### config.mk
export PLATFORM = sky130hd
export DESIGN_NAME = pllo_ctrl
export DESIGN_NICKNAME = d
export VERILOG_FILES = /design/src/verilog/pllo_pkg.sv /design/src/verilog/pllo_drv_if.sv /design/src/verilog/pllo_ctrl.sv /design/src/verilog/pllo_drv_seq.sv
export SDC_FILE = /design/constraint.sdc
export NUM_CORES = 1
export LEC_CHECK = 0
export BUFFER_PORTS_ARGS = -buffer_cell sky130_fd_sc_hd__buf_2
export CORE_MARGIN = 2
export CORE_UTILIZATION = 55
export CTS_CLUSTER_DIAMETER = 60
export DETAILED_ROUTE_END_ITERATION = 8
export PLACE_DENSITY_LB_ADDON = 0.12
export SKIP_LAST_GASP = 1
export SYNTH_ARGS = -nofsm -noshare
export SYNTH_HDL_FRONTEND = slang
export SYNTH_HIERARCHICAL = 1
export SYNTH_SLANG_ARGS = --single-unit
### constraint.sdc
create_clock -name CORE_CLK_I -period 2.7 [get_ports CORE_CLK_I]
set_clock_uncertainty 0.2 [all_clocks]
set_input_delay 0.27 -clock CORE_CLK_I [delete_from_list [all_inputs] [get_ports CORE_CLK_I]]
set_output_delay 0.27 -clock CORE_CLK_I [all_outputs]
set_load 0.05 [all_outputs]
### src/verilog/pllo_pkg.sv
package pllo_pkg;

    // ********************************************************************
    // Timing
    // ********************************************************************
    localparam int CLK_PERIOD_NS = 10;
    localparam int SETTLE_TIME_US = 2;
    localparam int SETTLE_CYCLES =
        (SETTLE_TIME_US * 1000 + CLK_PERIOD_NS - 1) / CLK_PERIOD_NS;
    localparam int STOP_TIME_NS = 20;
    localparam int STOP_CYCLES =
        (STOP_TIME_NS + CLK_PERIOD_NS - 1) / CLK_PERIOD_NS;
    localparam int CNT_W = 8;

    // ********************************************************************
    // Register map and field positions
    // ********************************************************************
    localparam int NUM_OUT = 4;
    localparam int REG_IDX_W = 4;
    localparam logic [REG_IDX_W-1:0] REG_PLL_OE_IDX = 4'h2;
    localparam logic [REG_IDX_W-1:0] REG_FMT_IDX = 4'h4;
    localparam int PLL_OE_W = 24;
    localparam int FMT_REG_W = 16;
    localparam int PLL1_OVR_BIT = 0;
    localparam int PLL1_BIT = 1;
    localparam int PLL2_EN_BIT = 2;
    localparam int PLL2_BIT = 3;
    localparam int PLL1_REF_OVR_BIT = 4;
    localparam int PLL1_REF_BIT = 5;
    localparam int OE_OVR_BASE = 8;
    localparam int DRV_ON_BASE = 9;
    localparam int FMT_BASE = 0;
    localparam int FMT_W = 2;
    localparam int PLL1_OUTS = 2;

    // ********************************************************************
    // One-time-programmable store layout and default image
    // ********************************************************************
    localparam int OTP_BITS = 444;
    localparam int OTP_PLL_OE_POS = 0;
    localparam int OTP_FMT_POS = 24;
    localparam logic [OTP_BITS-1:0] OTP_DEFAULT = 444'h00C;
    localparam logic [4:0] PIN_RESET = 5'h1F;

    // ********************************************************************
    // Types
    // ********************************************************************
    typedef enum logic [1:0] {
        FMT_CMOS = 2'b00,
        FMT_LVDS = 2'b01,
        FMT_LVPECL = 2'b10,
        FMT_HCSL = 2'b11
    } pllo_fmt_e;

    typedef enum logic [1:0] {
        DRV_OFF = 2'b00,
        DRV_SETTLE = 2'b01,
        DRV_RUN = 2'b10,
        DRV_STOP = 2'b11
    } pllo_drv_state_e;

endpackage

### src/verilog/pllo_drv_if.sv
interface pllo_drv_if;
    logic enable;
    logic [1:0] fmt;
    logic bias;
    logic toggle;
    logic true_oe;
    logic comp_oe;
    modport ctrl (output enable, output fmt, input bias, input toggle,
                  input true_oe, input comp_oe);
    modport drv (input enable, input fmt, output bias, output toggle,
                 output true_oe, output comp_oe);
endinterface

### src/verilog/pllo_ctrl.sv
// Overview of operation
// - Pin decides output; enable bit shows pin
// - Override set: enable bit drives the output
// - Output off while its PLL powered down
// - PLL1 from pin, or bit 1 when overridden
// - PLL2 powered by bit 3 with bit 2
// - Override and enable both one turn on
// - Override bits load from the OTP image
// - OTP override one disconnects pin for good
// - Hold static levels 2 us before toggling
// - Stop switching first, then bias off, high-Z
// - Two-bit format per driver, low byte
// - CMOS drives true pin only, complement high-Z
// - CMOS default; all formats in one write
// - 444-bit OTP loads at power-up, host overwrites
// - PLL1 takes reference 2 only when selected
module pllo_ctrl
    import pllo_pkg::*;
#(
    parameter logic [OTP_BITS-1:0] OTP_IMAGE = OTP_DEFAULT
) (
    input wire logic CORE_CLK_I,                 // 100 MHz core clock
    input wire logic RSTN_I,                     // Async reset, active low
    input wire logic CE_I,                       // Clock enable
    input wire logic [NUM_OUT-1:0] OE_PIN_I,     // Output enable pins
    input wire logic PLL1_PD_PIN_N_I,            // PLL1 power-down pin
    input wire logic REG_WR_I,                   // Register write strobe
    input wire logic REG_RD_I,                   // Register read strobe
    input wire logic [REG_IDX_W-1:0] REG_IDX_I,  // Register number
    input wire logic [PLL_OE_W-1:0] REG_WDATA_I, // Write data
    output logic [PLL_OE_W-1:0] REG_RDATA_O,     // Read data
    output logic PLL1_PWR_O,                     // PLL1 powered
    output logic PLL2_PWR_O,                     // PLL2 powered
    output logic PLL1_REF2_SEL_O,                // PLL1 uses reference 2
    output logic [NUM_OUT*FMT_W-1:0] DRV_FMT_O,  // Driver formats
    output logic [NUM_OUT-1:0] DRV_BIAS_O,       // Driver bias on
    output logic [NUM_OUT-1:0] DRV_TOGGLE_O,     // Driver switching
    output logic [NUM_OUT-1:0] DRV_TRUE_OE_O,    // True pin driven
    output logic [NUM_OUT-1:0] DRV_COMP_OE_O     // Complement pin driven
);

    localparam logic [PLL_OE_W-1:0] PLL_OE_INIT =
        OTP_IMAGE[OTP_PLL_OE_POS +: PLL_OE_W];
    localparam logic [FMT_REG_W-1:0] FMT_INIT =
        OTP_IMAGE[OTP_FMT_POS +: FMT_REG_W];

    logic [4:0] sync1_q, sync1_d, sync2_q, sync2_d, sync3_q, sync3_d;
    logic [4:0] pin_q, pin_d;
    logic [PLL_OE_W-1:0] pll_oe_q, pll_oe_d, rd_view;
    logic [FMT_REG_W-1:0] fmt_reg_q, fmt_reg_d;
    logic [PLL_OE_W-1:0] rdata_q, rdata_d;
    logic [NUM_OUT-1:0] otp_lock, drv_req, drv_en;
    logic pll1_up, pll2_up, ref2_sel;
    logic pll1_pwr_q, pll2_pwr_q, ref2_q;
    logic [NUM_OUT*FMT_W-1:0] fmt_q;

    // ********************************************************************
    // Pin synchronisers
    // ********************************************************************
    // Three stages; a level is taken only once stages two and three agree,
    // which also rejects a single-cycle spike on the pin
    always_comb begin
        sync1_d = {PLL1_PD_PIN_N_I, OE_PIN_I};
        sync2_d = sync1_q;
        sync3_d = sync2_q;
        pin_d = pin_q;
        for (int i = 0; i < 5; i++) begin
            if (sync2_q[i] == sync3_q[i]) begin
                pin_d[i] = sync3_q[i];
            end
        end
    end

    // Reset to the pulled-up level of the pins
    always_ff @(posedge CORE_CLK_I or negedge RSTN_I) begin
        if (!RSTN_I) begin
            sync1_q <= PIN_RESET;
            sync2_q <= PIN_RESET;
            sync3_q <= PIN_RESET;
            pin_q <= PIN_RESET;
        end else if (CE_I) begin
            sync1_q <= sync1_d;
            sync2_q <= sync2_d;
            sync3_q <= sync3_d;
            pin_q <= pin_d;
        end
    end

    // ********************************************************************
    // Control decode
    // ********************************************************************
    // Effective enables, PLL power and the read view of the enable bits
    always_comb begin
        pll1_up = pll_oe_q[PLL1_OVR_BIT] ? pll_oe_q[PLL1_BIT] : pin_q[4];
        pll2_up = pll_oe_q[PLL2_EN_BIT] && pll_oe_q[PLL2_BIT];
        ref2_sel = pll_oe_q[PLL1_REF_OVR_BIT] && pll_oe_q[PLL1_REF_BIT];
        rd_view = pll_oe_q;
        for (int i = 0; i < NUM_OUT; i++) begin
            otp_lock[i] = PLL_OE_INIT[OE_OVR_BASE + 2*i];
            if (pll_oe_q[OE_OVR_BASE + 2*i]) begin
                drv_req[i] = pll_oe_q[DRV_ON_BASE + 2*i];
            end else begin
                drv_req[i] = pin_q[i];
                rd_view[DRV_ON_BASE + 2*i] = pin_q[i];
            end
            // Outputs 1 and 2 hang on PLL1, 3 and 4 on PLL2
            drv_en[i] = drv_req[i] && ((i < PLL1_OUTS) ? pll1_up : pll2_up);
        end
    end

    // ********************************************************************
    // Register file
    // ********************************************************************
    // A write under pin control still stores the enable bit, so it takes
    // effect only if software later sets the override
    always_comb begin
        pll_oe_d = pll_oe_q;
        fmt_reg_d = fmt_reg_q;
        rdata_d = rdata_q;
        if (REG_WR_I && REG_IDX_I == REG_PLL_OE_IDX) begin
            pll_oe_d = REG_WDATA_I;
            for (int i = 0; i < NUM_OUT; i++) begin
                if (otp_lock[i]) begin
                    pll_oe_d[OE_OVR_BASE + 2*i] = 1'b1;
                end
            end
        end else if (REG_WR_I && REG_IDX_I == REG_FMT_IDX) begin
            fmt_reg_d = REG_WDATA_I[FMT_REG_W-1:0];
        end
        if (REG_RD_I && REG_IDX_I == REG_PLL_OE_IDX) begin
            rdata_d = rd_view;
        end else if (REG_RD_I && REG_IDX_I == REG_FMT_IDX) begin
            rdata_d = {{(PLL_OE_W-FMT_REG_W){1'b0}}, fmt_reg_q};
        end else if (REG_RD_I) begin
            rdata_d = '0;
        end
    end

    // Reset loads the stored image, the power-up configuration
    always_ff @(posedge CORE_CLK_I or negedge RSTN_I) begin
        if (!RSTN_I) begin
            pll_oe_q <= PLL_OE_INIT;
            fmt_reg_q <= FMT_INIT;
            rdata_q <= '0;
        end else if (CE_I) begin
            pll_oe_q <= pll_oe_d;
            fmt_reg_q <= fmt_reg_d;
            rdata_q <= rdata_d;
        end
    end

    // ********************************************************************
    // Registered outputs
    // ********************************************************************
    // PLL power, reference select and driver formats
    always_ff @(posedge CORE_CLK_I or negedge RSTN_I) begin
        if (!RSTN_I) begin
            pll1_pwr_q <= 1'b0;
            pll2_pwr_q <= 1'b0;
            ref2_q <= 1'b0;
            fmt_q <= '0;
        end else if (CE_I) begin
            pll1_pwr_q <= pll1_up;
            pll2_pwr_q <= pll2_up;
            ref2_q <= ref2_sel;
            fmt_q <= fmt_reg_q[FMT_BASE +: NUM_OUT*FMT_W];
        end
    end

    assign REG_RDATA_O = rdata_q;
    assign PLL1_PWR_O = pll1_pwr_q;
    assign PLL2_PWR_O = pll2_pwr_q;
    assign PLL1_REF2_SEL_O = ref2_q;
    assign DRV_FMT_O = fmt_q;

    // ********************************************************************
    // Driver sequencers
    // ********************************************************************
    pllo_drv_if drv_if[NUM_OUT] ();

    for (genvar g = 0; g < NUM_OUT; g++) begin : g_drv
        assign drv_if[g].enable = drv_en[g];
        assign drv_if[g].fmt = fmt_q[FMT_W*g +: FMT_W];
        pllo_drv_seq u_seq (
            .clk_i (CORE_CLK_I),
            .rstn_i (RSTN_I),
            .ce_i (CE_I),
            .bus (drv_if[g])
        );
        assign DRV_BIAS_O[g] = drv_if[g].bias;
        assign DRV_TOGGLE_O[g] = drv_if[g].toggle;
        assign DRV_TRUE_OE_O[g] = drv_if[g].true_oe;
        assign DRV_COMP_OE_O[g] = drv_if[g].comp_oe;
    end

    pin_readback_a: assert property (
        @(posedge CORE_CLK_I) disable iff (!RSTN_I)
        CE_I && REG_RD_I && REG_IDX_I == REG_PLL_OE_IDX
        && !pll_oe_q[OE_OVR_BASE]
        |=> REG_RDATA_O[DRV_ON_BASE] == $past(pin_q[0]))
        else $error("enable bit does not show pin level");

    forced_off_a: assert property (
        @(posedge CORE_CLK_I) disable iff (!RSTN_I)
        CE_I && pll_oe_q[OE_OVR_BASE] && !pll_oe_q[DRV_ON_BASE]
        |=> !DRV_TOGGLE_O[0])
        else $error("forced-off output still switching");

    pll_gate_a: assert property (
        @(posedge CORE_CLK_I) disable iff (!RSTN_I)
        CE_I && !pll2_up |=> !DRV_TOGGLE_O[2] && !DRV_TOGGLE_O[3])
        else $error("output switching with its pll down");

    pll1_power_a: assert property (
        @(posedge CORE_CLK_I) disable iff (!RSTN_I)
        CE_I && !pll_oe_q[PLL1_OVR_BIT] |=> PLL1_PWR_O == $past(pin_q[4]))
        else $error("pll1 power does not follow pin");

    pll2_power_a: assert property (
        @(posedge CORE_CLK_I) disable iff (!RSTN_I)
        CE_I |=> PLL2_PWR_O ==
        $past(pll_oe_q[PLL2_EN_BIT] && pll_oe_q[PLL2_BIT]))
        else $error("pll2 power does not follow bits");

    otp_lock_a: assert property (
        @(posedge CORE_CLK_I) disable iff (!RSTN_I)
        otp_lock[0] |-> pll_oe_q[OE_OVR_BASE])
        else $error("locked override bit was cleared");

    fmt_write_a: assert property (
        @(posedge CORE_CLK_I) disable iff (!RSTN_I)
        CE_I && REG_WR_I && REG_IDX_I == REG_FMT_IDX ##1 CE_I
        |=> DRV_FMT_O == $past(REG_WDATA_I[NUM_OUT*FMT_W-1:0], 2))
        else $error("formats not taken from one write");

    ref_select_a: assert property (
        @(posedge CORE_CLK_I) disable iff (!RSTN_I)
        CE_I |=> PLL1_REF2_SEL_O ==
        $past(pll_oe_q[PLL1_REF_OVR_BIT] && pll_oe_q[PLL1_REF_BIT]))
        else $error("pll1 reference select wrong");

endmodule // pllo_ctrl

### src/verilog/pllo_drv_seq.sv
module pllo_drv_seq
    import pllo_pkg::*;
(
    input wire logic clk_i,    // Core clock
    input wire logic rstn_i,   // Async reset, active low
    input wire logic ce_i,     // Clock enable
    pllo_drv_if.drv bus        // Enable request and driver controls
);

    localparam logic [CNT_W-1:0] SETTLE_LAST = CNT_W'(SETTLE_CYCLES - 1);
    localparam logic [CNT_W-1:0] STOP_LAST = CNT_W'(STOP_CYCLES - 1);

    pllo_drv_state_e state_q, state_d;
    logic [CNT_W-1:0] cnt_q, cnt_d;
    logic bias_q, bias_d, toggle_q, toggle_d;
    logic true_oe_q, true_oe_d, comp_oe_q, comp_oe_d;
    logic [CNT_W-1:0] quiet_q, quiet_d;

    // ********************************************************************
    // Enable and disable sequencing
    // ********************************************************************
    // Next state; a drop of enable during settling still goes via stop
    always_comb begin
        state_d = state_q;
        cnt_d = cnt_q;
        case (state_q)
            DRV_OFF: begin
                if (bus.enable) begin
                    state_d = DRV_SETTLE;
                    cnt_d = '0;
                end
            end
            DRV_SETTLE: begin
                if (!bus.enable) begin
                    state_d = DRV_STOP;
                    cnt_d = '0;
                end else if (cnt_q == SETTLE_LAST) begin
                    state_d = DRV_RUN;
                end else begin
                    cnt_d = cnt_q + 1'b1;
                end
            end
            DRV_RUN: begin
                if (!bus.enable) begin
                    state_d = DRV_STOP;
                    cnt_d = '0;
                end
            end
            DRV_STOP: begin
                if (cnt_q == STOP_LAST) begin
                    state_d = DRV_OFF;
                end else begin
                    cnt_d = cnt_q + 1'b1;
                end
            end
            default: state_d = DRV_OFF;
        endcase
        bias_d = (state_d != DRV_OFF);
        toggle_d = (state_d == DRV_RUN);
        true_oe_d = bias_d;
        comp_oe_d = bias_d && (bus.fmt != FMT_CMOS);
        quiet_d = (!bias_q) ? '0 :
                  (toggle_q || quiet_q == '1) ? quiet_q : quiet_q + 1'b1;
    end

    // Controls are registered so the pins never see decode glitches
    always_ff @(posedge clk_i or negedge rstn_i) begin
        if (!rstn_i) begin
            state_q <= DRV_OFF;
            cnt_q <= '0;
            bias_q <= 1'b0;
            toggle_q <= 1'b0;
            true_oe_q <= 1'b0;
            comp_oe_q <= 1'b0;
            quiet_q <= '0;
        end else if (ce_i) begin
            state_q <= state_d;
            cnt_q <= cnt_d;
            bias_q <= bias_d;
            toggle_q <= toggle_d;
            true_oe_q <= true_oe_d;
            comp_oe_q <= comp_oe_d;
            quiet_q <= quiet_d;
        end
    end

    assign bus.bias = bias_q;
    assign bus.toggle = toggle_q;
    assign bus.true_oe = true_oe_q;
    assign bus.comp_oe = comp_oe_q;

    settle_time_a: assert property (
        @(posedge clk_i) disable iff (!rstn_i)
        $rose(toggle_q) |-> quiet_q >= CNT_W'(SETTLE_CYCLES))
        else $error("driver toggled before settle time");

    stop_order_a: assert property (
        @(posedge clk_i) disable iff (!rstn_i)
        $fell(bias_q) |-> !$past(toggle_q) && !toggle_q && !true_oe_q)
        else $error("bias removed while switching");

    cmos_comp_a: assert property (
        @(posedge clk_i) disable iff (!rstn_i)
        ce_i && bus.fmt == FMT_CMOS |=> !comp_oe_q)
        else $error("complement pin driven in cmos format");

endmodule // pllo_drv_seq

Word-level counts from Yosys, hierarchy flattened. Cells that the tools add are included.

Register bits after elaboration: 147. Input port bits: 38. Output and inout port bits: 51. Word-level logic and storage cells: 182.

Add/subtract/negate cells: 4. Eq/ne operators: 47. Muxes and demuxes: 56. Bitwise gates (word level): 1. Reduce and logical (&&, ||, !) cells: 39.

Operator list (number): $mux W8 (20); $pmux W8 S4 (4); $mux W24 (3); $mux W2 (20); $add A8 B1 Y8 const B (4); $eq A8 B1 Y1 const B (4); $eq A8 B8 Y1 const B (4); $pmux W2 S4 (4); $eq A2 B2 Y1 const B (12); $reduce_and A5 Y1 (4); $ne A2 B2 Y1 const B (8); $reduce_bool A2 Y1 (8); $logic_and A1 B1 Y1 (14); $reduce_and A2 Y1 (7); $ne A3 B3 Y1 const B (4); $eq A2 B1 Y1 const B (4); $logic_not A2 Y1 (4); $ne A2 B1 Y1 const B (4); $eq A1 B1 Y1 (5); $mux W1 (5); $eq A4 B2 Y1 const B (1); $eq A4 B3 Y1 const B (1); $reduce_and A3 Y1 (1); $reduce_bool A3 Y1 (1); $not A1 Y1 (1).

Logic depth before layout (Yosys ltp).
Word-level depth: 6. Depth in mapped cells: 7.

By module. The synthesis kept the hierarchy.

Modules (own cells, without submodules): pllo_ctrl (instances 1, cells each 276, area an instance 4027.6 sq um); pllo_drv_seq (g_drv[0].u_seq ...) (instances 3, cells each 82, area an instance 732.0 sq um); pllo_drv_seq (g_drv[3].u_seq) (instances 1, cells each 78, area an instance 763.2 sq um).

Worst setup path after synthesis. No wires, ideal clock.

Path kind: register to register. From: reg pll_oe_q[2]. To: reg g_drv[3].u_seq.cnt_q[0]. Arrival time: 1920 ps. Setup slack: 456 ps. Cell stages (with the launch flop): 8. Path buffers: 1. Cell sequence: dfstp_2 > nand2_1 > nor2_1 > xor2_1 > o21ai_2 > buf_6 > a21oi_1 > mux2_2.

Cells in the longest elaborated chain, start to end: 4. Elaborated cells on any way between the ends: 8. Classes of those cells: eq/ne (3); mux (2); reduce/logical (3).

Ends and longest elaborated chain: from (decl) (RTL line pllo_ctrl.sv:49) `logic [PLL_OE_W-1:0] pll_oe_q, pll_oe_d, rd_view;`; from (signal assigned) (RTL line pllo_ctrl.sv:146) `pll_oe_q <= pll_oe_d;`; $logic_and A1 B1 Y1 (*) (RTL line pllo_ctrl.sv:95) `pll2_up = pll_oe_q[PLL2_EN_BIT] && pll_oe_q[PLL2_BIT];`; $logic_and A1 B1 Y1 (*) (RTL line pllo_ctrl.sv:107) `drv_en[i] = drv_req[i] && ((i < PLL1_OUTS) ? pll1_up : pll2_up);`; named net drv_if[3].enable (RTL line pllo_drv_if.sv:2) `logic enable;`; $ne A3 B3 Y1 (no source line) (tied with other cells); $reduce_and A5 Y1 (no source line) or $pmux W8 S4 (tied branches); to (signal assigned) (RTL line pllo_drv_seq.sv:78) `cnt_q <= cnt_d;`; to (decl) (RTL line pllo_drv_seq.sv:14) `logic [CNT_W-1:0] cnt_q, cnt_d;`.

Mark *: on every way through the listed nets, which the timed path passes. The rest lies on a longest branch. A chain may end at the register's enable or synchronous reset.

Final worst setup path.
From: reg pll_oe_q[3]. To: reg g_drv[3].u_seq.cnt_q[1].

Same word-level chain as after synthesis.

==> impl_metrics.env <==
export IMPL_crit_fanout=11
export IMPL_drv_cap=0
export IMPL_wirelength_mm=15.3
export IMPL_powerDensity_nw_per_um2=860
export IMPL_ys_top_cells_by_area="dfrtp_1 (45%), dfstp_2 (8.3%), mux2_4 (6.4%)"
export IMPL_synth_seq_cells=147
export IMPL_fillers=999
export IMPL_vias=5089
export IMPL_clk_pin_slew_worst_paths_ps=60
export IMPL_initial_core_util_pct=55.8
export IMPL_diodes=0
export IMPL_grt_pass1_wl_mm=24.4
export IMPL_path_class="flop to flop"
export IMPL_combPwrFrac_pct=26.7
export IMPL_crit_arrival_ps=2560
export IMPL_finalHoldViolations=0
export IMPL_port_buffers=88
export IMPL_wire_per_inst_um=17.1
export IMPL_cts_setup_buffers=0
export IMPL_synth_warnings=6
export IMPL_synth_area_leader_cell="dfrtp_1"
export IMPL_synth_mux_area_share_pct=12.8
export IMPL_gp_congestion=0.863
export IMPL_p_switching_mw=2.47
export IMPL_cts_max_level=4
export IMPL_die_h_um=117
export IMPL_root_buffer="clkbuf_16"
export IMPL_track_usage_pct=23.6
export IMPL_synthArstFlopShare_pct=100
export IMPL_final_nets=754
export IMPL_cp_required_ps=2810
export IMPL_first_pass_iters=5
export IMPL_synth_compound_area_share_pct=14.4
export IMPL_synth_nets=646
export IMPL_rsz0062_at_grt="no"
export IMPL_grt_ovfl_total=0
export IMPL_cts_sinks=147
export IMPL_boundaryPins=89
export IMPL_tns_ps=0
export IMPL_yosysUniqueCellTypes=56
export IMPL_coreArea_sq_um=12500
export IMPL_synth_top_area_share_pct=44.8
export IMPL_p_int_mw=4.71
export IMPL_setup_viol=0
export IMPL_yosys_area_share_xor_xnor_pct=0.627
export IMPL_grt_pass1_vias=4956
export IMPL_drc=0
export IMPL_drt_iter0_drc=366
export IMPL_slew_viol_final=0
export IMPL_layout_drive_gt1_share_pct=31.9
export IMPL_post_dp_hpwl_mm=10.4
export IMPL_finalCritPeriodShare_pct=90.8
export IMPL_numCtsBuffers=17
export IMPL_seq_area_frac_synth_pct=53.0
export IMPL_fin_crit_ps=2450
export IMPL_synth_top_family_by_area="compound AO/OA/AOI/OAI gates"
export IMPL_antenna_left=0
export IMPL_slew_headroom_pct=38.1
export IMPL_rrSetupSlack_ps=250
export IMPL_peakVddDrop_uv=558
export IMPL_seqPwrFrac_pct=42.7
export IMPL_status="finished clean"
export IMPL_place_ws_ps=164
export IMPL_power_leakage_nw=4.04
export IMPL_netlist_area_sq_um=6990
export IMPL_synth_simple_area_share_pct=12.2
export IMPL_die_w_um=117
export IMPL_hold_class="input pin to async pin"
export IMPL_area_delta_synth_final_pct=19.5
export IMPL_syn_avg_cell_area_sq_um=11.6
export IMPL_clkPwrFrac_pct=30.6
export IMPL_rows=41
export IMPL_vias_per_cell=5.70
export IMPL_ys_flop_type="dfrtp_1"
export IMPL_clkLatencyLatePin_ps=430
export IMPL_timing_final_ws_setup_ps=249
export IMPL_timing_fmax_mhz=408
export IMPL_antenna_found_initial=0
export IMPL_startpoint_type="flop"
export IMPL_swShare_pct=34.4
export IMPL_syn_inst=600
export IMPL_tightest_slew_ps=926
export IMPL_die_area_sq_um=13600
export IMPL_grt_max_degree=65
export IMPL_synth_edf_count=0
export IMPL_end_kind="flop"
export IMPL_reg2regPathDepth=6
export IMPL_synthAdderAreaFrac_pct=1.43
export IMPL_cts_tree="done"
export IMPL_clockBufferDepth=2
-- worst paths after layout --
check	start	to
worst max-delay path	pll_oe_q[3]	g_drv[3].u_seq/cnt_q[1]
worst min-delay path	RSTN_I	fmt_reg_q[4]
worst max register to register	pll_oe_q[3]	g_drv[3].u_seq/cnt_q[1]
worst min register to register	REG_RDATA_O[19]	REG_RDATA_O[19]
max in group asynchronous	RSTN_I	sync3_q[3]
min in group CORE_CLK_I	CE_I	g_drv[2].u_seq/cnt_q[4]
-- layer usage --
layer / track usage [%] / vias to the layer above / wire length [um]
met1: 32.4 / 2558 / 7110
met2: 36.2 / 137 / 7100
met4: 10.1 / 0 / 308
li1: - / 2373 / -
met3: 5.40 / 21 / 742
met5: 0 / - / 0
-- layout make-up --
type                    instances  area [sq um]  area share [%]
inverters                      29           109            1.30
well taps                     172           215            2.58
multi-input cells             383          2910            34.8
clock buffers                  29           533            6.38
flip-flops and latches        147          3710            44.4
clock inverters                 3          17.5           0.210
repair buffers                130           862            10.3
-- placed cells by master, fill, tap and decap left out, types with 4 or more instances in the layout --
cell type,n
mux2i_1,5
nand3_1,17
dfstp_2,22
o31ai_1,21
a22o_1,8
ha_1,8
nand2_1,14
o22ai_1,7
and2_1,12
clkbuf_16,19
mux2_2,35
nor3b_1,6
nor3_1,11
inv_1,26
clkbuf_1,8
xor2_1,5
mux2_4,30
a21o_1,4
a211o_1,7
a21oi_1,16
dfrtp_1,125
o21ai_0,43
buf_4,10
buf_2,87
dlygate4sd3_1,30
nor2_1,47
nand4b_1,4
and3_1,12
nand2b_1,11
a221o_1,16
-- critical path: stages, from the launching register on --
cell	delay, ps
dfstp_2	560
nand2_1	70
nor2_1	300
xor2_1	320
o21ai_2	200
a21oi_2	310
mux2_2	380
-- flip-flops by register name, summed over array words and instances, names as in the netlist --
register                 flops
sync2_q                      5
sync1_q                      5
PLL1_PWR_O                   1
PLL2_PWR_O                   1
pll_oe_q                    24
DRV_FMT_O                    8
g_drv.u_seq/state_q          8
sync3_q                      5
REG_RDATA_O                 24
g_drv.u_seq/bus.toggle       4
g_drv.u_seq/bus.true_oe      4
g_drv.u_seq/cnt_q           32
g_drv.u_seq/bus.comp_oe      4
PLL1_REF2_SEL_O              1
pin_q                        5
fmt_reg_q                   16
-- power groups by stage --
| stage | clock, mW | sequential (mW) | combinational [mW] |
|---|---|---|---|
| 5_1_grt | 2.34 | 3.13 | 2.10 |
| 3_3_place_gp | 0 | 3.06 | 1.84 |
| 2_1_floorplan | 0 | 3.15 | 1.43 |
| 4_1_cts | 2.24 | 3.06 | 1.93 |
| 3_5_place_dp | 0 | 3.09 | 1.88 |
| 6_report | 2.20 | 3.06 | 1.92 |
-- what timing repair did --
action | in CTS | in global routing
hold endpoints to repair | 101 | 0
setup endpoints to repair | 0 | 2
resized for setup | 0 | 1
hold buffers | 30 | 0
-- metrics by stage --
step / power (mW) / cell area (sq um) / utilization (%) / hold slack, ps / cells
after floorplan: 4.58 / 6990 / - / -226 / 600
after global placement: 4.90 / 7490 / 59.9 / 87.8 / 831
after detailed placement: 4.97 / 7490 / 59.9 / 99.5 / 831
after CTS: 7.23 / 8340 / 66.7 / 176 / 893
after global routing: 7.56 / 8350 / 66.7 / 217 / 893
final: 7.18 / 8350 / 66.7 / 189 / 893
-- logic make-up after synthesis --
group / after synthesis
flip-flops: 147
XOR/XNOR: 5
AND/OR/NAND/NOR: 156
buffers and inverters: 70
multiplexers: 70
AO/OA/AOI/OAI: 144
adder cells (fa/ha/maj): 8
-- synth_stat cells (4+ instances only) --
cell	count
nand4b_1	4
a211o_1	7
o21ai_0	43
nor3_1	11
nand2_1	14
nand3_1	17
mux2_4	30
clkbuf_1	13
buf_6	5
a22o_1	8
nor3b_1	6
a21o_1	4
dfrtp_1	125
a21oi_1	17
dfstp_2	22
inv_1	26
a221o_1	16
ha_1	8
mux2_2	35
nand2b_1	11
and2_1	12
mux2i_1	5
o31ai_1	21
nor2_1	48
buf_4	21
and3_1	12
o22ai_1	7
xor2_1	5
No activity file was read; power rests on OpenSTA's default activity.
